<file path="src/hw/prox_pkg.sv">
/*
 Constants, field layouts, register offsets, state encodings and carrier
 types for the proximity control register block and its sequencer.
 Assumes a single 125 MHz clock and a two-wire serial host outside.
*/
// Function
// (RULE1) host sets top bit on command bytes
// (RULE2) command bits 6:5 select transaction type
// (RULE3) repeated type keeps the same address
// (RULE4) auto-increment type advances address per byte
// (RULE5) bits 4:0 give address or function code
// (RULE6) code 00101 clears interrupt, self clearing
// (RULE7) enable bit 5 masks proximity interrupts
// (RULE8) enable bit 3 switches wait timer
// (RULE9) enable bits 2:1 switch proximity function
// (RULE10) enable bit 0 gates oscillator and timers
// (RULE11) hold proximity 2.72 ms after power-on
// (RULE12) host programs wait before proximity enable
// (RULE13) host writes zero to unused enable bits
// (RULE14) integration time in 2.72 ms steps
// (RULE15) host should use single-cycle integration value
// (RULE16) wait step 2.72 ms, twelve times if long
// (RULE17) wait steps equal 256 minus setting
// (RULE18) thresholds are 16-bit from byte pairs
// (RULE19) out-of-range result signals interrupt event
// (RULE20) read without command uses stored address
// (RULE21) sequencer: delay, start, accumulate, convert, wait
// (RULE22) persistence zero fires every cycle, else consecutive
// (RULE23) status flag shows pending interrupt
// (RULE24) interrupt pin driven while pending and unmasked
// (RULE25) first top-bit byte is command, rest data
package prox_pkg;

   localparam int CLK_PERIOD_NS = 8;
   localparam int STEP_TIME_NS = 2720000;
   localparam int STEP_CYCLES = STEP_TIME_NS / CLK_PERIOD_NS;
   localparam logic [11:0] LONG_WAIT_FACTOR = 12'h00C;

   localparam logic [6:0] SLAVE_ADDR = 7'h39;

   localparam logic [4:0] ADDR_ENABLE = 5'h00;
   localparam logic [4:0] ADDR_ITIME = 5'h02;
   localparam logic [4:0] ADDR_WAIT = 5'h03;
   localparam logic [4:0] ADDR_LO_L = 5'h08;
   localparam logic [4:0] ADDR_LO_H = 5'h09;
   localparam logic [4:0] ADDR_HI_L = 5'h0A;
   localparam logic [4:0] ADDR_HI_H = 5'h0B;
   localparam logic [4:0] ADDR_PERS = 5'h0C;
   localparam logic [4:0] ADDR_CONFIG = 5'h0D;
   localparam logic [4:0] ADDR_STATUS = 5'h13;
   localparam logic [4:0] ADDR_DATA_L = 5'h18;
   localparam logic [4:0] ADDR_DATA_H = 5'h19;

   localparam int EN_OSC_BIT = 0;
   localparam int EN_PROX_LSB = 1;
   localparam int EN_WAIT_BIT = 3;
   localparam int EN_MASK_BIT = 5;
   localparam int CMD_SEL_BIT = 7;
   localparam int CFG_LONG_BIT = 1;
   localparam int STAT_PEND_BIT = 5;
   localparam int PERS_LSB = 4;

   localparam logic [1:0] PROX_ON = 2'h3;
   localparam logic [1:0] CMD_REPEAT = 2'h0;
   localparam logic [1:0] CMD_AUTO = 2'h1;
   localparam logic [1:0] CMD_SPECIAL = 2'h3;
   localparam logic [4:0] SF_NOP = 5'h00;
   localparam logic [4:0] SF_CLEAR = 5'h05;

   localparam logic [7:0] ENABLE_RST = 8'h00;
   localparam logic [7:0] ITIME_RST = 8'hFF;
   localparam logic [7:0] WAIT_RST = 8'hFF;
   localparam logic [15:0] THR_RST = 16'h0000;
   localparam logic [7:0] PERS_RST = 8'h00;
   localparam logic [7:0] CONFIG_RST = 8'h00;
   localparam logic [6:0] CMD_RST = 7'h00;

   typedef struct packed {
      logic [1:0] kind;
      logic [4:0] addr;
   } cmd_s;

   typedef struct packed {
      logic [7:0] enable;
      logic [7:0] itime;
      logic [7:0] wait_steps;
      logic [7:0] pers;
      logic [7:0] config_b;
      logic [15:0] lo_thr;
      logic [15:0] hi_thr;
      cmd_s cmd;
   } regs_s;

   typedef enum logic [6:0] {
      B_IDLE = 7'h01,
      B_ADDR = 7'h02,
      B_ACK_ADDR = 7'h04,
      B_RX = 7'h08,
      B_ACK_RX = 7'h10,
      B_TX = 7'h20,
      B_ACK_TX = 7'h40
   } bus_state_e;

   typedef enum logic [7:0] {
      S_SLEEP = 8'h01,
      S_START_DLY = 8'h02,
      S_START = 8'h04,
      S_ACCUM = 8'h08,
      S_CONVERT = 8'h10,
      S_WAIT_CHECK = 8'h20,
      S_WAIT = 8'h40,
      S_WAIT_DLY = 8'h80
   } seq_state_e;

endpackage

</file>
<file path="src/hw/prox_control.sv">
/*
 Proximity control block: two-wire serial slave, register bank, timing
 sequencer and threshold interrupt filter.
 Assumes scl/sda arrive asynchronously and an external pull-up resolves
 sda and the interrupt line; the converter result is on this clock.
*/
`timescale 1ns/100ps
module prox_control #(
   parameter int STEP_CYCLES = prox_pkg::STEP_CYCLES
) (
   input wire logic clk,
   input wire logic rst_b,
   input wire logic scl_in,
   input wire logic sda_in,
   output logic sda_o,
   output logic sda_oe_b,
   output logic int_o,
   output logic int_oe_b,
   output logic conv_start,
   input wire logic [15:0] prox_adc_value
);

   ////////////////////////////////////////////////////////////////////////
   // helpers

   function automatic logic [8:0] steps_of(input logic [7:0] v);
      // (RULE17) two's complement count
      return 9'h100 - {1'b0, v};
   endfunction

   function automatic logic [7:0] read_byte(input prox_pkg::regs_s r,
                                            input logic [4:0] a,
                                            input logic pend,
                                            input logic [15:0] res,
                                            input logic [7:0] shadow);
      logic [7:0] d;
      d = 8'h00;
      case (a)
         prox_pkg::ADDR_ENABLE: d = r.enable;
         prox_pkg::ADDR_ITIME: d = r.itime;
         prox_pkg::ADDR_WAIT: d = r.wait_steps;
         prox_pkg::ADDR_LO_L: d = r.lo_thr[7:0];
         prox_pkg::ADDR_LO_H: d = r.lo_thr[15:8];
         prox_pkg::ADDR_HI_L: d = r.hi_thr[7:0];
         prox_pkg::ADDR_HI_H: d = r.hi_thr[15:8];
         prox_pkg::ADDR_PERS: d = r.pers;
         prox_pkg::ADDR_CONFIG: d = r.config_b;
         // (RULE23) status pending flag
         prox_pkg::ADDR_STATUS: d[prox_pkg::STAT_PEND_BIT] = pend;
         prox_pkg::ADDR_DATA_L: d = res[7:0];
         prox_pkg::ADDR_DATA_H: d = shadow;
         default: d = 8'h00;
      endcase
      return d;
   endfunction

   ////////////////////////////////////////////////////////////////////////
   // pin synchronisers

   logic scl_meta, scl_sync, scl_prev;
   logic sda_meta, sda_sync, sda_prev;

   always_ff @(posedge clk or negedge rst_b) begin
      if (!rst_b) begin
         scl_meta <= 1'b1;
         scl_sync <= 1'b1;
         scl_prev <= 1'b1;
         sda_meta <= 1'b1;
         sda_sync <= 1'b1;
         sda_prev <= 1'b1;
      end else begin
         scl_meta <= scl_in;
         scl_sync <= scl_meta;
         scl_prev <= scl_sync;
         sda_meta <= sda_in;
         sda_sync <= sda_meta;
         sda_prev <= sda_sync;
      end
   end

   logic scl_rise, scl_fall, bus_start, bus_stop;
   assign scl_rise = scl_sync & ~scl_prev;
   assign scl_fall = ~scl_sync & scl_prev;
   assign bus_start = scl_sync & scl_prev & sda_prev & ~sda_sync;
   assign bus_stop = scl_sync & scl_prev & ~sda_prev & sda_sync;

   ////////////////////////////////////////////////////////////////////////
   // serial slave and register bank

   prox_pkg::bus_state_e bus_reg, bus_next;
   prox_pkg::regs_s regs_reg, regs_next;
   logic [3:0] cnt_reg, cnt_next;
   logic [7:0] shift_reg, shift_next;
   logic [7:0] tx_reg, tx_next;
   logic [7:0] shadow_reg, shadow_next;
   logic rw_reg, rw_next;
   logic first_reg, first_next;
   logic nack_reg, nack_next;
   logic oe_b_reg, oe_b_next;
   logic clear_req;
   logic pend_reg, pend_next;
   logic [15:0] result_reg, result_next;

   always_comb begin
      logic do_load;
      logic do_write;
      do_load = 1'b0;
      do_write = 1'b0;
      bus_next = bus_reg;
      regs_next = regs_reg;
      cnt_next = cnt_reg;
      shift_next = shift_reg;
      tx_next = tx_reg;
      shadow_next = shadow_reg;
      rw_next = rw_reg;
      first_next = first_reg;
      nack_next = nack_reg;
      oe_b_next = oe_b_reg;
      clear_req = 1'b0;
      if (bus_start) begin
         bus_next = prox_pkg::B_ADDR;
         cnt_next = 4'h0;
         first_next = 1'b1;
         oe_b_next = 1'b1;
      end else if (bus_stop) begin
         bus_next = prox_pkg::B_IDLE;
         oe_b_next = 1'b1;
      end else begin
         case (bus_reg)
            prox_pkg::B_IDLE: begin
               oe_b_next = 1'b1;
            end
            prox_pkg::B_ADDR: begin
               if (scl_rise) begin
                  shift_next = {shift_reg[6:0], sda_sync};
                  cnt_next = cnt_reg + 4'h1;
               end else if (scl_fall && cnt_reg == 4'h8) begin
                  if (shift_reg[7:1] == prox_pkg::SLAVE_ADDR) begin
                     bus_next = prox_pkg::B_ACK_ADDR;
                     rw_next = shift_reg[0];
                     oe_b_next = 1'b0;
                  end else begin
                     bus_next = prox_pkg::B_IDLE;
                  end
               end
            end
            prox_pkg::B_ACK_ADDR: begin
               if (scl_fall) begin
                  cnt_next = 4'h0;
                  if (rw_reg) begin
                     // (RULE20) read uses stored address
                     do_load = 1'b1;
                     bus_next = prox_pkg::B_TX;
                  end else begin
                     oe_b_next = 1'b1;
                     bus_next = prox_pkg::B_RX;
                  end
               end
            end
            prox_pkg::B_RX: begin
               if (scl_rise) begin
                  shift_next = {shift_reg[6:0], sda_sync};
                  cnt_next = cnt_reg + 4'h1;
               end else if (scl_fall && cnt_reg == 4'h8) begin
                  do_write = 1'b1;
                  first_next = 1'b0;
                  oe_b_next = 1'b0;
                  bus_next = prox_pkg::B_ACK_RX;
               end
            end
            prox_pkg::B_ACK_RX: begin
               if (scl_fall) begin
                  cnt_next = 4'h0;
                  oe_b_next = 1'b1;
                  bus_next = prox_pkg::B_RX;
               end
            end
            prox_pkg::B_TX: begin
               if (scl_fall) begin
                  if (cnt_reg == 4'h7) begin
                     oe_b_next = 1'b1;
                     bus_next = prox_pkg::B_ACK_TX;
                  end else begin
                     tx_next = {tx_reg[6:0], 1'b0};
                     oe_b_next = tx_next[7];
                     cnt_next = cnt_reg + 4'h1;
                  end
               end
            end
            prox_pkg::B_ACK_TX: begin
               if (scl_rise) begin
                  nack_next = sda_sync;
               end else if (scl_fall) begin
                  cnt_next = 4'h0;
                  if (nack_reg) begin
                     bus_next = prox_pkg::B_IDLE;
                  end else begin
                     do_load = 1'b1;
                     bus_next = prox_pkg::B_TX;
                  end
               end
            end
            default: begin
               bus_next = prox_pkg::B_IDLE;
               oe_b_next = 1'b1;
            end
         endcase
      end
      if (do_load) begin
         tx_next = read_byte(regs_reg, regs_reg.cmd.addr, pend_reg, result_reg, shadow_reg);
         oe_b_next = tx_next[7];
         // upper byte held so a two-byte read stays coherent
         if (regs_reg.cmd.addr == prox_pkg::ADDR_DATA_L) begin
            shadow_next = result_reg[15:8];
         end
         // (RULE4) auto-increment after read
         if (regs_reg.cmd.kind == prox_pkg::CMD_AUTO) begin
            regs_next.cmd.addr = regs_reg.cmd.addr + 5'h01;
         end
      end
      // (RULE1) (RULE25) first top-bit byte is command
      if (do_write && first_reg && shift_reg[prox_pkg::CMD_SEL_BIT]) begin
         // (RULE2) (RULE5) decode type and field
         if (shift_reg[6:5] == prox_pkg::CMD_SPECIAL) begin
            // (RULE6) one-cycle interrupt clear
            clear_req = (shift_reg[4:0] == prox_pkg::SF_CLEAR);
         end else begin
            regs_next.cmd = shift_reg[6:0];
         end
      end else if (do_write) begin
         case (regs_reg.cmd.addr)
            prox_pkg::ADDR_ENABLE: regs_next.enable = shift_reg;
            prox_pkg::ADDR_ITIME: regs_next.itime = shift_reg;
            prox_pkg::ADDR_WAIT: regs_next.wait_steps = shift_reg;
            // (RULE18) threshold byte assembly
            prox_pkg::ADDR_LO_L: regs_next.lo_thr[7:0] = shift_reg;
            prox_pkg::ADDR_LO_H: regs_next.lo_thr[15:8] = shift_reg;
            prox_pkg::ADDR_HI_L: regs_next.hi_thr[7:0] = shift_reg;
            prox_pkg::ADDR_HI_H: regs_next.hi_thr[15:8] = shift_reg;
            prox_pkg::ADDR_PERS: regs_next.pers = shift_reg;
            prox_pkg::ADDR_CONFIG: regs_next.config_b = shift_reg;
            default: regs_next.enable = regs_reg.enable;
         endcase
         // (RULE3) (RULE4) repeated holds, auto advances
         if (regs_reg.cmd.kind == prox_pkg::CMD_AUTO) begin
            regs_next.cmd.addr = regs_reg.cmd.addr + 5'h01;
         end
      end
   end

   always_ff @(posedge clk or negedge rst_b) begin
      if (!rst_b) begin
         bus_reg <= prox_pkg::B_IDLE;
         regs_reg <= '{enable: prox_pkg::ENABLE_RST, itime: prox_pkg::ITIME_RST,
                       wait_steps: prox_pkg::WAIT_RST, pers: prox_pkg::PERS_RST,
                       config_b: prox_pkg::CONFIG_RST, lo_thr: prox_pkg::THR_RST,
                       hi_thr: prox_pkg::THR_RST, cmd: prox_pkg::CMD_RST};
         cnt_reg <= 4'h0;
         shift_reg <= 8'h00;
         tx_reg <= 8'h00;
         shadow_reg <= 8'h00;
         rw_reg <= 1'b0;
         first_reg <= 1'b0;
         nack_reg <= 1'b1;
         oe_b_reg <= 1'b1;
      end else begin
         bus_reg <= bus_next;
         regs_reg <= regs_next;
         cnt_reg <= cnt_next;
         shift_reg <= shift_next;
         tx_reg <= tx_next;
         shadow_reg <= shadow_next;
         rw_reg <= rw_next;
         first_reg <= first_next;
         nack_reg <= nack_next;
         oe_b_reg <= oe_b_next;
      end
   end

   ////////////////////////////////////////////////////////////////////////
   // sequencer and interrupt filter

   prox_pkg::seq_state_e seq_reg, seq_next;
   logic [18:0] step_reg, step_next;
   logic [11:0] left_reg, left_next;
   logic [3:0] pers_cnt_reg, pers_cnt_next;
   logic tick;
   logic osc_on, prox_on, wait_on, irq_mask, long_wait;
   logic [3:0] pers_limit;

   assign osc_on = regs_reg.enable[prox_pkg::EN_OSC_BIT];
   assign prox_on = regs_reg.enable[prox_pkg::EN_PROX_LSB +: 2] == prox_pkg::PROX_ON;
   assign wait_on = regs_reg.enable[prox_pkg::EN_WAIT_BIT];
   assign irq_mask = regs_reg.enable[prox_pkg::EN_MASK_BIT];
   assign long_wait = regs_reg.config_b[prox_pkg::CFG_LONG_BIT];
   assign pers_limit = regs_reg.pers[prox_pkg::PERS_LSB +: 4];
   assign tick = step_reg == 19'(STEP_CYCLES - 1);

   always_comb begin
      logic done;
      logic out_range;
      logic fire;
      done = 1'b0;
      out_range = 1'b0;
      fire = 1'b0;
      seq_next = seq_reg;
      left_next = left_reg;
      result_next = result_reg;
      pers_cnt_next = pers_cnt_reg;
      step_next = tick ? 19'h00000 : step_reg + 19'h00001;
      case (seq_reg)
         prox_pkg::S_SLEEP: begin
            // (RULE11) power-on delay before start
            if (osc_on) seq_next = prox_pkg::S_START_DLY;
         end
         prox_pkg::S_START_DLY: begin
            if (tick) seq_next = prox_pkg::S_START;
         end
         prox_pkg::S_START: begin
            // (RULE9) (RULE21) proximity only when enabled
            seq_next = prox_on ? prox_pkg::S_ACCUM : prox_pkg::S_WAIT_CHECK;
         end
         prox_pkg::S_ACCUM: begin
            // (RULE14) integration length in steps
            left_next = {3'h0, steps_of(regs_reg.itime)};
            seq_next = prox_pkg::S_CONVERT;
         end
         prox_pkg::S_CONVERT: begin
            if (tick) begin
               if (left_reg == 12'h001) begin
                  done = 1'b1;
                  result_next = prox_adc_value;
                  seq_next = prox_pkg::S_WAIT_CHECK;
               end else begin
                  left_next = left_reg - 12'h001;
               end
            end
         end
         prox_pkg::S_WAIT_CHECK: begin
            // (RULE8) (RULE16) wait pass and its length
            left_next = {3'h0, steps_of(regs_reg.wait_steps)};
            if (long_wait) left_next = left_next * prox_pkg::LONG_WAIT_FACTOR;
            seq_next = wait_on ? prox_pkg::S_WAIT : prox_pkg::S_START;
         end
         prox_pkg::S_WAIT: begin
            if (tick) begin
               if (left_reg == 12'h001) begin
                  seq_next = prox_pkg::S_WAIT_DLY;
               end else begin
                  left_next = left_reg - 12'h001;
               end
            end
         end
         prox_pkg::S_WAIT_DLY: begin
            if (tick) seq_next = prox_pkg::S_START;
         end
         default: seq_next = prox_pkg::S_SLEEP;
      endcase
      // (RULE10) oscillator off stops all timing
      if (!osc_on) seq_next = prox_pkg::S_SLEEP;
      if (seq_next != seq_reg || seq_reg == prox_pkg::S_SLEEP) step_next = 19'h00000;
      // (RULE19) threshold comparison
      out_range = (result_next < regs_reg.lo_thr) || (result_next > regs_reg.hi_thr);
      if (done) begin
         // (RULE22) persistence filter
         if (pers_limit == 4'h0) begin
            fire = 1'b1;
         end else if (out_range) begin
            if (pers_cnt_reg != 4'hF) pers_cnt_next = pers_cnt_reg + 4'h1;
            fire = pers_cnt_next >= pers_limit;
         end else begin
            pers_cnt_next = 4'h0;
         end
      end
      // (RULE7) mask gates generation; set beats clear
      if (fire && irq_mask) pend_next = 1'b1;
      else if (clear_req) pend_next = 1'b0;
      else pend_next = pend_reg;
   end

   always_ff @(posedge clk or negedge rst_b) begin
      if (!rst_b) begin
         seq_reg <= prox_pkg::S_SLEEP;
         step_reg <= 19'h00000;
         left_reg <= 12'h000;
         pers_cnt_reg <= 4'h0;
         pend_reg <= 1'b0;
         result_reg <= 16'h0000;
      end else begin
         seq_reg <= seq_next;
         step_reg <= step_next;
         left_reg <= left_next;
         pers_cnt_reg <= pers_cnt_next;
         pend_reg <= pend_next;
         result_reg <= result_next;
      end
   end

   ////////////////////////////////////////////////////////////////////////
   // pins

   assign sda_o = 1'b0;
   assign sda_oe_b = oe_b_reg;
   assign int_o = 1'b0;
   // (RULE24) pin pulled low while pending and unmasked
   assign int_oe_b = ~(pend_reg & irq_mask);
   assign conv_start = seq_reg == prox_pkg::S_ACCUM;

endmodule // prox_control

</file>
<file path="config.mk">
export PLATFORM = sky130hd
export DESIGN_NAME = prox_control
export DESIGN_NICKNAME = d
export VERILOG_FILES = /design/src/hw/prox_pkg.sv /design/src/hw/prox_control.sv
export SDC_FILE = /design/constraint.sdc
export NUM_CORES = 1
export LEC_CHECK = 0
export ABC_AREA = 1
export BUFFER_PORTS_ARGS = -buffer_cell sky130_fd_sc_hd__clkbuf_2
export CORE_MARGIN = 2
export CORE_UTILIZATION = 45
export DETAILED_ROUTE_END_ITERATION = 12
export PLACE_DENSITY_LB_ADDON = 0.05
export SLEW_MARGIN = 20
export SYNTH_ARGS = -nofsm -noshare
export SYNTH_HDL_FRONTEND = slang
export SYNTH_SLANG_ARGS = --single-unit
</file>
<file path="constraint.sdc">
create_clock -name clk -period 6.3 [get_ports clk]
set_input_delay 1.575 -clock clk [delete_from_list [all_inputs] [get_ports clk]]
set_output_delay 1.575 -clock clk [all_outputs]
set_load 0.01 [all_outputs]
</file>
Yosys cells after proc, flatten, opt, wreduce, memory -nomap -nowiden

Index checks and enable logic that the tools add are counted.

Reductions and logical operators: 40
Bitwise operators: 19
Equality and inequality tests: 69
Multiplexer cells: 102
$add $sub $neg: 7
Multipliers: 1
Magnitude comparators: 3

Operators by type and width:

| kind                                                              | count |
|---|---|
| 7-bit 2-to-1 mux                                                  | 19 |
| 8-bit case mux with 7 select lines                                | 1 |
| 5-bit case mux with 11 select lines                               | 1 |
| 7-bit case mux with 7 select lines                                | 1 |
| 16-bit 2-to-1 mux                                                 | 3 |
| 4-bit 2-to-1 mux                                                  | 12 |
| 8-bit 2-to-1 mux                                                  | 6 |
| 4-bit inequality test, second input constant                      | 12 |
| 5-bit inequality test, second input constant                      | 9 |
| 1-bit 2-to-1 mux                                                  | 38 |
| 19-bit 2-to-1 mux                                                 | 2 |
| 12-bit 2-to-1 mux                                                 | 3 |
| 12-bit case mux with 3 select lines                               | 1 |
| 5-bit by 4-bit == test with 1-bit output, second input constant   | 6 |
| 5-bit 2-to-1 mux                                                  | 6 |
| 3-bit AND reduction                                               | 10 |
| 2-bit case mux with 11 select lines                               | 1 |
| 19-bit by 1-bit adder with 19-bit output, second input constant   | 1 |
| 19-bit == test, second input constant                             | 1 |
| 6-bit 2-to-1 mux                                                  | 3 |
| 9-bit by 8-bit subtractor with 9-bit output, first input constant | 2 |
| 16-bit > comparator                                               | 1 |
| 16-bit < comparator                                               | 1 |
| 4-bit case mux with 4 select lines                                | 1 |
| 53 further kinds                                                  | 100 |

Output and inout bits: 5
Register bits after elaboration: 183

Logic depth before layout (Yosys ltp)

Gate-level depths: netlist of run 1.

Depth after elaboration: 15
Gate-level depth with buffers: 24
Gate-level depth less buffers: 24

Least setup slack after synthesis of run 1

Ideal clock, no wire load.

Path type: input to register
From: input port prox_adc_value[1]
To: register pend_reg
Cell stages on the path: 15
Library setup time: 0.065 ns
Required time: 6.235 ns
Path buffers: 0
Arrival: 3.054 ns
Path slack: 3.181 ns
Path through: mux2_2 ha_1 inv_1 nor2_1 nor2_1 o21a_1 o221ai_1 nand2_1 o2111ai_1 nand2_1 nand2_1 nand2_1 nand2_1 nand2_1 nand2_1

Word-level cells in the longest chain between the ends: 10
Elaborated cells between the ends (all ways): 12
Those cells by class: order compare: 2; mux: 7; reduce/logical: 3

RTL lines:

| what                                                       | line                | text |
|---|---|---|
| start, declared                                            | prox_control.sv:20  | `input wire logic [15:0] prox_adc_value` |
| 16-bit 2-to-1 mux (*)                                      | prox_control.sv:330 | `if (left_reg == 12'h001) begin` |
| 16-bit 2-to-1 mux (*)                                      | prox_control.sv:329 | `if (tick) begin` |
| 16-bit 2-to-1 mux (*)                                      | prox_control.sv:311 | `case (seq_reg)` |
| 16-bit < comparator or 16-bit > comparator (tied branches) | prox_control.sv:363 | `out_range = (result_next < regs_reg.lo_thr) \|\| (result_next > regs_reg.hi_thr);` |
| 1-bit logical OR (*)                                       | prox_control.sv:363 |  |
| 1-bit 2-to-1 mux (*)                                       | prox_control.sv:368 | `end else if (out_range) begin` |
| 1-bit 2-to-1 mux (*)                                       | prox_control.sv:366 | `if (pers_limit == 4'h0) begin` |
| 1-bit 2-to-1 mux (*)                                       | prox_control.sv:364 | `if (done) begin` |
| 1-bit logical AND (*)                                      | prox_control.sv:376 | `if (fire && irq_mask) pend_next = 1'b1;` |
| 1-bit 2-to-1 mux or 2-bit nonzero test (tied branches)     | --                  |  |
| end signal, assigned                                       | prox_control.sv:394 | `pend_reg <= pend_next;` |
| end, declared                                              | prox_control.sv:101 | `logic pend_reg, pend_next;` |

Every way passes the cells marked *; elsewhere a longest branch is shown, timed or not.
A chain may end at the register's enable or synchronous reset.

Worst setup path in the final report of run 1

From: register step_reg[0]
To: register pend_reg

Word-level cells in the longest chain between the ends: 10
Elaborated cells between the ends (all ways): 14
Those cells by class: order compare: 2; eq/ne: 1; mux: 8; reduce/logical: 3

RTL lines:

| what                                                       | line                | text |
|---|---|---|
| start, declared                                            | prox_control.sv:284 | `logic [18:0] step_reg, step_next;` |
| start signal, assigned                                     | prox_control.sv:391 | `step_reg <= step_next;` |
| 19-bit == test (*)                                         | prox_control.sv:297 | `assign tick = step_reg == 19'(STEP_CYCLES - 1);` |
| 16-bit 2-to-1 mux (*)                                      | prox_control.sv:329 |  |
| 16-bit 2-to-1 mux (*)                                      | prox_control.sv:311 |  |
| named net result_next[15]                                  | prox_control.sv:102 | `logic [15:0] result_reg, result_next;` |
| 16-bit < comparator or 16-bit > comparator (tied branches) | prox_control.sv:363 |  |
| 1-bit logical OR (*)                                       | prox_control.sv:363 |  |
| 1-bit 2-to-1 mux (*)                                       | prox_control.sv:368 |  |
| 1-bit 2-to-1 mux (*)                                       | prox_control.sv:366 |  |
| 1-bit 2-to-1 mux (*)                                       | prox_control.sv:364 |  |
| 1-bit logical AND (*)                                      | prox_control.sv:376 |  |
| 1-bit 2-to-1 mux or 2-bit nonzero test (tied branches)     | --                  |  |

The timed path passes the listed nets; every way through them passes the cells marked *.

==> results.tsv, run 1 <==
metric	value	unit
outcome	finished, final reports clean	
r2r_end	pend_reg$_DFFE_PN0P_	
grt_pass1_vias	8855	
p_leak	5.34	nW
setup.worst_path.start_class	flop	
seq_power_share	47.6	%
hold_path_end	sda_sync$_DFF_PN1_	
nets	1475	
largest_reg_flops	72	
dp.final_hpwl	21.8	mm
finalSetupViolCount	0	
fillers	2344	
clk_pin_slew	0.07	ns
clockPowerShare	45.9	%
arrival	4.36	ns
fin_setup_tns	0	ns
crit_fanout	30	
portBuffers	22	
grt_pass1_wl	48.1	mm
crit_path_end_kind	flop	
vdd_drop_max	0.125	mV
drive_gt1_share	8.71	%
dieArea	25200	sq um
hold_viol	0	
synth_flop_cell	dfrtp_1	
timing.slew.headroom	26.9	%
multi_input_area	5230	sq um
drc	0	
wl	29.3	mm
reg2reg_slack	2.31	ns
top_layer	met4	
htree_levels	4	
cts_setup_buffers	0	
pin_count	25	
holdCritStartpoint	sda_meta$_DFF_PN1_	
post_drt_wl_per_cell	16.9	um
ctsHoldBuffers	0	
power.internal	0.00193	W
viasPerCell	5.33	
synth_seq_area_share	42.7	%
dpl.cell_count	1699	
antenna_found_initial	0	
ant_nets	0	
gp_congestion	0.889	
ys_warn_count	0	
seqCellArea	4610	sq um
clk_path_buf_depth	2	
synth_area	10800	sq um
diodes	0	
start_util	45.8	%
syn_inst	1381	
grt_overflow_total	0	
tightest_slew	1.09	ns
tritoncts	done	
swShare	24.6	%
root_buffer	clkbuf_16	
wl_met3	1.41	mm
die_h	159	um
wl_met2	13.5	mm
synth_cell_type_count	58	
skew	0.0153	ns
ys_seq_elements	183	
core_area	23500	sq um
met1_length	13.7	mm
rr_worst_depth	17	
power.density	216	nW/um^2
grt_max_degree	110	
critPathKind	flop to flop	
worst_slack	2.31	ns
rows	56	
hold_class	flop to flop	
synth.avg_cell_area	7.82	sq um
switching_power	0.000630	W
slew_viol_final	0	
clock_latency	0.44	ns
min_path_cells	0	
die_w	159	um
r2r_start	step_reg[0]$_DFF_PN0_	
cp.required	6.68	ns
post-place-ws	2.33	ns
syn_to_final_growth	9.88	%
max_cap_viol_count	0	
cts_buffers	17	
drt_first_pass_iters	6	
rsz0062_at_grt	false	
initialDrtViolationCount	724	
finalPower	0.00256	W
grtUsageTotal	23.9	%
fmax	251	MHz
fin_crit_sh	63.3	%
fin_cells	1731	
fin_crit	3.99	ns
combPwrFrac	6.4	%
ys_async_sr_fraction	100	%
num_vias	9223	
synth_edf_count	0	
cts.sinks	183	
ctsResizeCount	0	
synth_stat cells (all sizes together) (2+ instances only):
library cell,count,share of area [%]
nand4,20,1.4
o221ai,5,0.41
or2,6,0.35
nor4,10,0.70
a31oi,9,0.52
mux2i,2,0.19
mux2,3,0.31
o22ai,15,0.87
nor3,43,2.5
o2111ai,6,0.49
xnor2,5,0.41
dfstp,26,6.3
nand2,264,9.3
o31ai,3,0.34
o211ai,6,0.42
xor2,19,1.5
a221oi,22,1.8
a22oi,5,0.35
buf,5,0.34
clkbuf,23,0.80
o21ai,164,7.7
a21oi,64,3.0
dfrtp,157,36
nor2,144,5.4
o21a,3,0.21
ha,55,6.4
inv,222,7.7
nand3b,2,0.14
nand3,62,2.9
power by group through the flow:
stage	sequential, W	combinational [W]	clock (W)
detailed placement	0.00124	0.000166	0
global placement	0.00124	0.000164	0
global route	0.00123	0.000191	0.00124
CTS	0.00122	0.000167	0.00120
floorplan	0.00124	0.0000992	0
finish	0.00122	0.000164	0.00118
layout by cell type, fill, tap and decap left out, types with 9 or more instances in the layout:
cell | netlist | layout
nand3_1 | 62 | 62
nor3_2 | 9 | 9
a221oi_1 | 22 | 22
dfstp_2 | 26 | 26
a21oi_1 | 64 | 64
dfrtp_1 | 157 | 157
clkbuf_16 | 0 | 17
a31oi_1 | 9 | 9
ha_1 | 55 | 55
clkbuf_2 | 0 | 21
xor2_1 | 19 | 19
inv_1 | 219 | 219
nand2_1 | 260 | 260
nand4_1 | 17 | 17
nor2_1 | 136 | 136
o22ai_1 | 15 | 15
o21ai_0 | 158 | 158
nor3_1 | 33 | 33
layer usage:
layer	GRT usage, %	vias to the layer above
li1	-	4626
met1	33.1	4327
met2	38.3	231
met3	4.52	39
met4	6.98	0
met5	0	-
critical path, cell delays in order, from the launching register on:
cell and delay [ns]:
dfrtp_1 0.37, ha_1 0.18, nand2_1 0.11, nor2_1 0.20, nand3_1 0.18, nor2_1 0.17
nand2_1 0.63, a21oi_1 0.62, ha_1 0.34, nand2_1 0.09, nor2_1 0.04, a2111oi_0 0.41
nand2_1 0.10, nand2_1 0.20, nand2_1 0.08, nand2_1 0.07, nand2_1 0.05, nand2_1 0.06
how the worst max path moves through the flow:
stage	from	end	slack, ns	depth (start not counted)
after CTS	step_reg[0]$_DFF_PN0_	pend_reg$_DFFE_PN0P_	2.31	17
after global placement	step_reg[0]$_DFF_PN0_	pend_reg$_DFFE_PN0P_	2.37	19
after global routing	step_reg[0]$_DFF_PN0_	pend_reg$_DFFE_PN0P_	1.88	21
after detailed placement	step_reg[0]$_DFF_PN0_	pend_reg$_DFFE_PN0P_	2.33	17
after floorplan	prox_adc_value[1]	pend_reg$_DFFE_PN0P_	3.18	15
final	step_reg[0]$_DFF_PN0_	pend_reg$_DFFE_PN0P_	2.31	17
cells by family after synthesis:
kind of cell | count (synthesis) | synth area share [%]
mux | 5 | 0.498
other cells | 1 | 0.0347
fa+ha+maj | 56 | 6.56
xor+xnor | 24 | 1.95
flops | 183 | 42.7
compound gates | 307 | 16.5
buf+inv | 251 | 8.89
simple gates | 554 | 22.9
area by class of cell:
class                   instances  share of cell area (%)
clock buffers                  20                    3.77
clock inverters                12                    1.60
multi-input cells             948                    44.1
flip-flops and latches        183                    38.9
repair buffers                 26                    1.26
inverters                     223                    7.06
well taps                     319                    3.37
stage by stage:
stage          util [%]  hold WS, ns  cell area (sq um)
2_1_floorplan         -        0.345              10800
3_3_place_gp       47.7        0.347              11200
3_5_place_dp       47.7        0.347              11200
4_1_cts            50.4        0.358              11900
5_1_grt            50.4        0.363              11900
6_report           50.4        0.357              11900
Power figures use the tool's default switching activity.
==> run 2, diff against run 1 <==
clock period = 3.5 ns   (was 6.3 ns; I/O delays follow)
==> results.tsv, run 2 (synthesis gave the netlist of run 1 again) <==
metric	value	unit	change
rows	56		unchanged
cts.sinks	183		unchanged
clk_pin_slew	0.08	ns	about the same
fillers	2356		+0.51%
grtUsageTotal	24.2	%	+0.26 points
fin_crit_sh	90.2	%	+27 points
critPathKind	flop to flop		
crit_fanout	30		unchanged
dieArea	25200	sq um	unchanged
cts_buffers	17		unchanged
start_util	45.8	%	unchanged
p_leak	5.36	nW	+0.24%
viasPerCell	5.33		about the same
wl	29.8	mm	+1.5%
max_cap_viol_count	0		unchanged
power.density	374	nW/um^2	+73%
slew_viol_final	0		unchanged
num_vias	9267		+0.48%
die_w	159	um	unchanged
finalPower	0.00444	W	+73%
vdd_drop_max	0.303	mV	+140%
largest_reg_flops	72		unchanged
tritoncts	done		
whs	0.357	ns	+0.000254 ns
min_path_cells	0		unchanged
hold_viol	0		unchanged
clock_latency	0.45	ns	about the same
crit_path_end_kind	flop		
cp.required	3.87	ns	-2.81 ns
hold_class	flop to flop		
syn_to_final_growth	10.1	%	
pin_count	25		unchanged
portBuffers	22		unchanged
diodes	0		unchanged
antenna_found_initial	0		unchanged
grt_max_degree	80		-27%
finalSetupViolCount	0		unchanged
fmax	317	MHz	+26%
outcome	finished, final reports clean		
nets	1482		+0.47%
layout_common_cells	nand2_1, inv_1, o21ai_0, dfrtp_1, nor2_1		
cts_setup_buffers	0		unchanged
final_common_cell	nand2_1		
initialDrtViolationCount	739		+2.1%
post_drt_wl_per_cell	17.1	um	+1.1%
rsz0062_at_grt	false		
dp.final_hpwl	22.3	mm	+2.1%
arrival	3.53	ns	-0.83 ns
grt_overflow_total	0		unchanged
fin_crit	3.16	ns	-0.827 ns
fin_setup_tns	0	ns	unchanged
die_h	159	um	unchanged
timing.slew.headroom	48.8	%	+22 points
ant_nets	0		unchanged
drt_first_pass_iters	5		-1
clk_path_buf_depth	2		unchanged
core_area	23500	sq um	unchanged
skew	0.0192	ns	+0.00387 ns
drive_gt1_share	9.44	%	+0.73 points
tightest_slew	0.764	ns	-0.329 ns
grt_pass1_vias	8998		+1.6%
rr_worst_depth	22		+5
gp_congestion	0.925		+4.0%
setup.worst_path.start_class	flop		
root_buffer	clkbuf_16		
drc	0		unchanged
htree_levels	4		unchanged
grt_pass1_wl	48.3	mm	+0.56%
run 2: cell count changes in the layout (fill, tap and decap cells not counted), moves of 2 or more:
cell	previous run	this run
bufinv_16	4	1
clkinv_2	0	2
buf_12	0	2
buf_4	4	9
inv_6	3	5
run 2: worst max-delay path, stage by stage (launching register included):
cell and delay (ns):
dfrtp_1 0.37, ha_1 0.17, nand2_1 0.11, nor2_2 0.19, nand3_2 0.14, nor2_1 0.14
nand2_1 0.11, buf_12 0.17, mux2_2 0.32, ha_1 0.30, inv_1 0.04, nor2_1 0.07
nor2_1 0.05, o21a_1 0.16, o221ai_1 0.16, nand2_1 0.07, o2111ai_1 0.07, nand2_1 0.08
nand2_2 0.13, nand2_1 0.06, nand2_1 0.06, nand2_1 0.05, nand2_1 0.05
run 2: metal layers:
| metal | global-route usage, % | wire [um] | up-vias |
|---|---|---|---|
| met5 | 0 | 0 | - |
| met4 | 8.31 | 811 | 0 |
| met3 | 3.47 | 955 | 45 |
| met2 | 38.7 | 13700 | 179 |
| met1 | 33.7 | 14300 | 4402 |
| li1 | - | - | 4641 |
run 2: through the flow:
stage,util [%],cells,setup WS (ns),cell area (sq um)
final,50.5,1738,0.341,11900
after global routing,50.5,1738,0.0298,11900
after floorplan,-,1382,0.502,10800
after global placement,48.0,1706,0.228,11300
after CTS,50.4,1738,0.163,11900
after detailed placement,48.0,1706,0.181,11300
run 2: area by class of cell:
cell class	count	area [sq um]	share of cell area (%)
Multi-Input combinational cell	948	5240	44.1
Sequential cell	183	4610	38.8
Inverter	223	837	7.04
Clock buffer	18	429	3.61
Tap cell	319	399	3.36
Timing Repair Buffer	33	226	1.91
Clock inverter	14	143	1.20
run 2: timing repair:
action,in CTS,in global routing
setup endpoints to repair,0,5
hold buffers,0,0
gates resized for setup,0,3
run 2: path summary, 6_finish.rpt:
path                                        from                  endpoint  slack (ns)
max                        step_reg[0]$_DFF_PN0_      pend_reg$_DFFE_PN0P_        0.34
min                           scl_meta$_DFF_PN1_        scl_sync$_DFF_PN1_        0.36
min reg2reg                   scl_meta$_DFF_PN1_        scl_sync$_DFF_PN1_        0.36
min in group asynchronous                  rst_b  left_reg[11]$_DFFE_PN0P_        0.48
max in group asynchronous                  rst_b      sda_oe_b$_DFFE_PN1P_        2.12
max reg2reg                step_reg[0]$_DFF_PN0_      pend_reg$_DFFE_PN0P_        0.34
run 2: where the power goes:
| part | internal [W] | leakage (nW) | total [W] | switching (W) |
|---|---|---|---|---|
| clock | 0.00100 | 0.273 | 0.00194 | 0.000936 |
| combinational | 0.0000867 | 2.69 | 0.000301 | 0.000214 |
| sequential | 0.00217 | 2.39 | 0.00220 | 0.0000322 |
==> run 3, diff against run 2 <==
CELL_PAD_IN_SITES_DETAIL_PLACEMENT = 1   (was not set)
CELL_PAD_IN_SITES_GLOBAL_PLACEMENT = 1   (was not set)
CORE_UTILIZATION = 43   (was 45)
==> results.tsv, run 3 (synthesis gave the netlist of run 1 again) <==
metric	value	unit	change
grt_overflow_total	0		unchanged
vdd_drop_max	0.228	mV	-25%
stdcell_area	12000	sq um	+1.0%
start_util	44.1	%	-1.7 points
die_h	162	um	+2.2%
initialDrtViolationCount	567		-23%
grt_max_degree	80		unchanged
drc	0		unchanged
wl_met2	15.5	mm	+13%
fmax	309	MHz	-2.4%
met1_length	15.3	mm	+7.2%
place_area	11400	sq um	+0.52%
die_w	162	um	+2.2%
grt_pass1_wl	53.2	mm	+10%
gp_congestion	0.908		-1.8%
drive_gt1_share	10.5	%	+1.1 points
nets	1489		+0.47%
viasPerCell	5.44		+2.0%
tritoncts	done		
fin_crit_sh	92.4	%	+2.2 points
wl	32.6	mm	+9.6%
layout_common_cells	nand2_1, inv_1, o21ai_0, dfrtp_1, nor2_1		
diodes	0		unchanged
arrival	3.60	ns	+0.07 ns
clock_latency	0.45	ns	about the same
drt_first_pass_iters	5		unchanged
clk_path_buf_depth	2		unchanged
whs	0.358	ns	+0.000356 ns
timing.slew.headroom	43.2	%	-5.7 points
root_buffer	clkbuf_16		
worst_slack	0.265	ns	-0.0761 ns
htree_levels	4		unchanged
post_drt_wl_per_cell	18.6	um	+8.8%
top_layer	met4		
fin_cells	1750		+0.69%
slew_viol_final	0		unchanged
crit_path_end_kind	flop		
grt_pass1_vias	9841		+9.4%
crit_fanout	6		-80%
dieArea	26400	sq um	+4.5%
reg2reg_slack	0.27	ns	-0.08 ns
rows	57		+1.8%
power.density	372	nW/um^2	-0.34%
cts_buffers	17		unchanged
largest_reg_flops	72		unchanged
rsz0062_at_grt	false		
hold_class	flop to flop		
tightest_slew	0.841	ns	+0.0766 ns
wl_met3	855	um	-10%
final_common_cell	nand2_1		
pin_count	25		unchanged
syn_to_final_growth	11.2	%	
p_leak	5.42	nW	+1.1%
fillers	3005		+28%
portBuffers	22		unchanged
outcome	finished, final reports clean		
finalSetupViolCount	0		unchanged
clk_pin_slew	0.08	ns	about the same
setup.worst_path.start_class	flop		
ctsHoldBuffers	0		unchanged
num_vias	9520		+2.7%
grtUsageTotal	25.9	%	+1.7 points
cp.required	3.86	ns	about the same
max_cap_viol_count	0		unchanged
critPathKind	flop to flop		
hold_viol	0		unchanged
fin_crit	3.23	ns	+0.0761 ns
dp.final_hpwl	24.9	mm	+12%
dpl.cell_count	1718		+0.70%
cts.sinks	183		unchanged
core_area	24500	sq um	+3.9%
antenna_found_initial	0		unchanged
ant_nets	0		unchanged
post-place-ws	-0.0690	ns	-0.251 ns
skew	0.0161	ns	-0.00301 ns
==> run 3: per-layer routing <==
metal	up-vias	global-route usage [%]
met5	-	0
met4	0	8.57
met3	56	3.39
met2	143	42.8
met1	4679	35.2
li1	4642	-
==> run 3: final cells by class <==
type                    count  area [sq um]  share of cell area, %
flip-flops and latches    183          4610                   38.4
multi-input cells         948          5280                   44.0
repair buffers             40           279                   2.32
clock buffers              18           429                   3.58
inverters                 223           837                   6.97
clock inverters            14           156                   1.30
well taps                 324           405                   3.38
==> run 3: through the flow <==
step / TNS (ns) / total power [W] / util [%]
2_1_floorplan: 0 / 0.00241 / -
4_1_cts: 0 / 0.00452 / 48.8
6_report: 0 / 0.00447 / 49.1
3_3_place_gp: 0 / 0.00254 / 46.4
3_5_place_dp: -0.0690 / 0.00255 / 46.4
5_1_grt: 0 / 0.00465 / 49.1
==> run 3: path summary, 6_finish.rpt <==
| kind | from | end | cells after the start |
|---|---|---|---|
| max in group asynchronous | rst_b | nack_reg$_DFFE_PN1P_ | 2 |
| max reg2reg | regs_reg[55]$_DFFE_PN1P_ | left_reg[10]$_DFFE_PN0P_ | 16 |
| min | sda_meta$_DFF_PN1_ | sda_sync$_DFF_PN1_ | 0 |
| min reg2reg | sda_meta$_DFF_PN1_ | sda_sync$_DFF_PN1_ | 0 |
| min in group asynchronous | rst_b | left_reg[9]$_DFFE_PN0P_ | 1 |
| max | regs_reg[55]$_DFFE_PN1P_ | left_reg[10]$_DFFE_PN0P_ | 16 |
==> run 3: critical path, stage by stage (launching register included) <==
cell and delay, ns:
dfstp_2 0.57, inv_1 0.12, ha_1 0.25, xnor2_1 0.41, ha_1 0.38, a21oi_1 0.16
nand2_1 0.08, nand2_1 0.06, inv_1 0.04, or2_2 0.27, a21oi_1 0.18, nor2_1 0.08
nor2_1 0.10, o21bai_1 0.08, a21oi_1 0.12, o21ai_0 0.10, a22oi_1 0.15
==> run 3: repair_timing <==
item | in CTS | in global routing
cloned | 0 | 0
pin swaps | 0 | 1
setup buffers | 0 | 0
endpoints found under the setup margin | 5 | 5
resized for setup | 1 | 14
==> run 3: report_power, final <==
group,total [W],switching (W),internal [W]
registers,0.00220,0.0000320,0.00217
logic,0.000313,0.000225,0.0000879
clock network,0.00196,0.000942,0.00101
total,0.00447,0.00120,0.00327
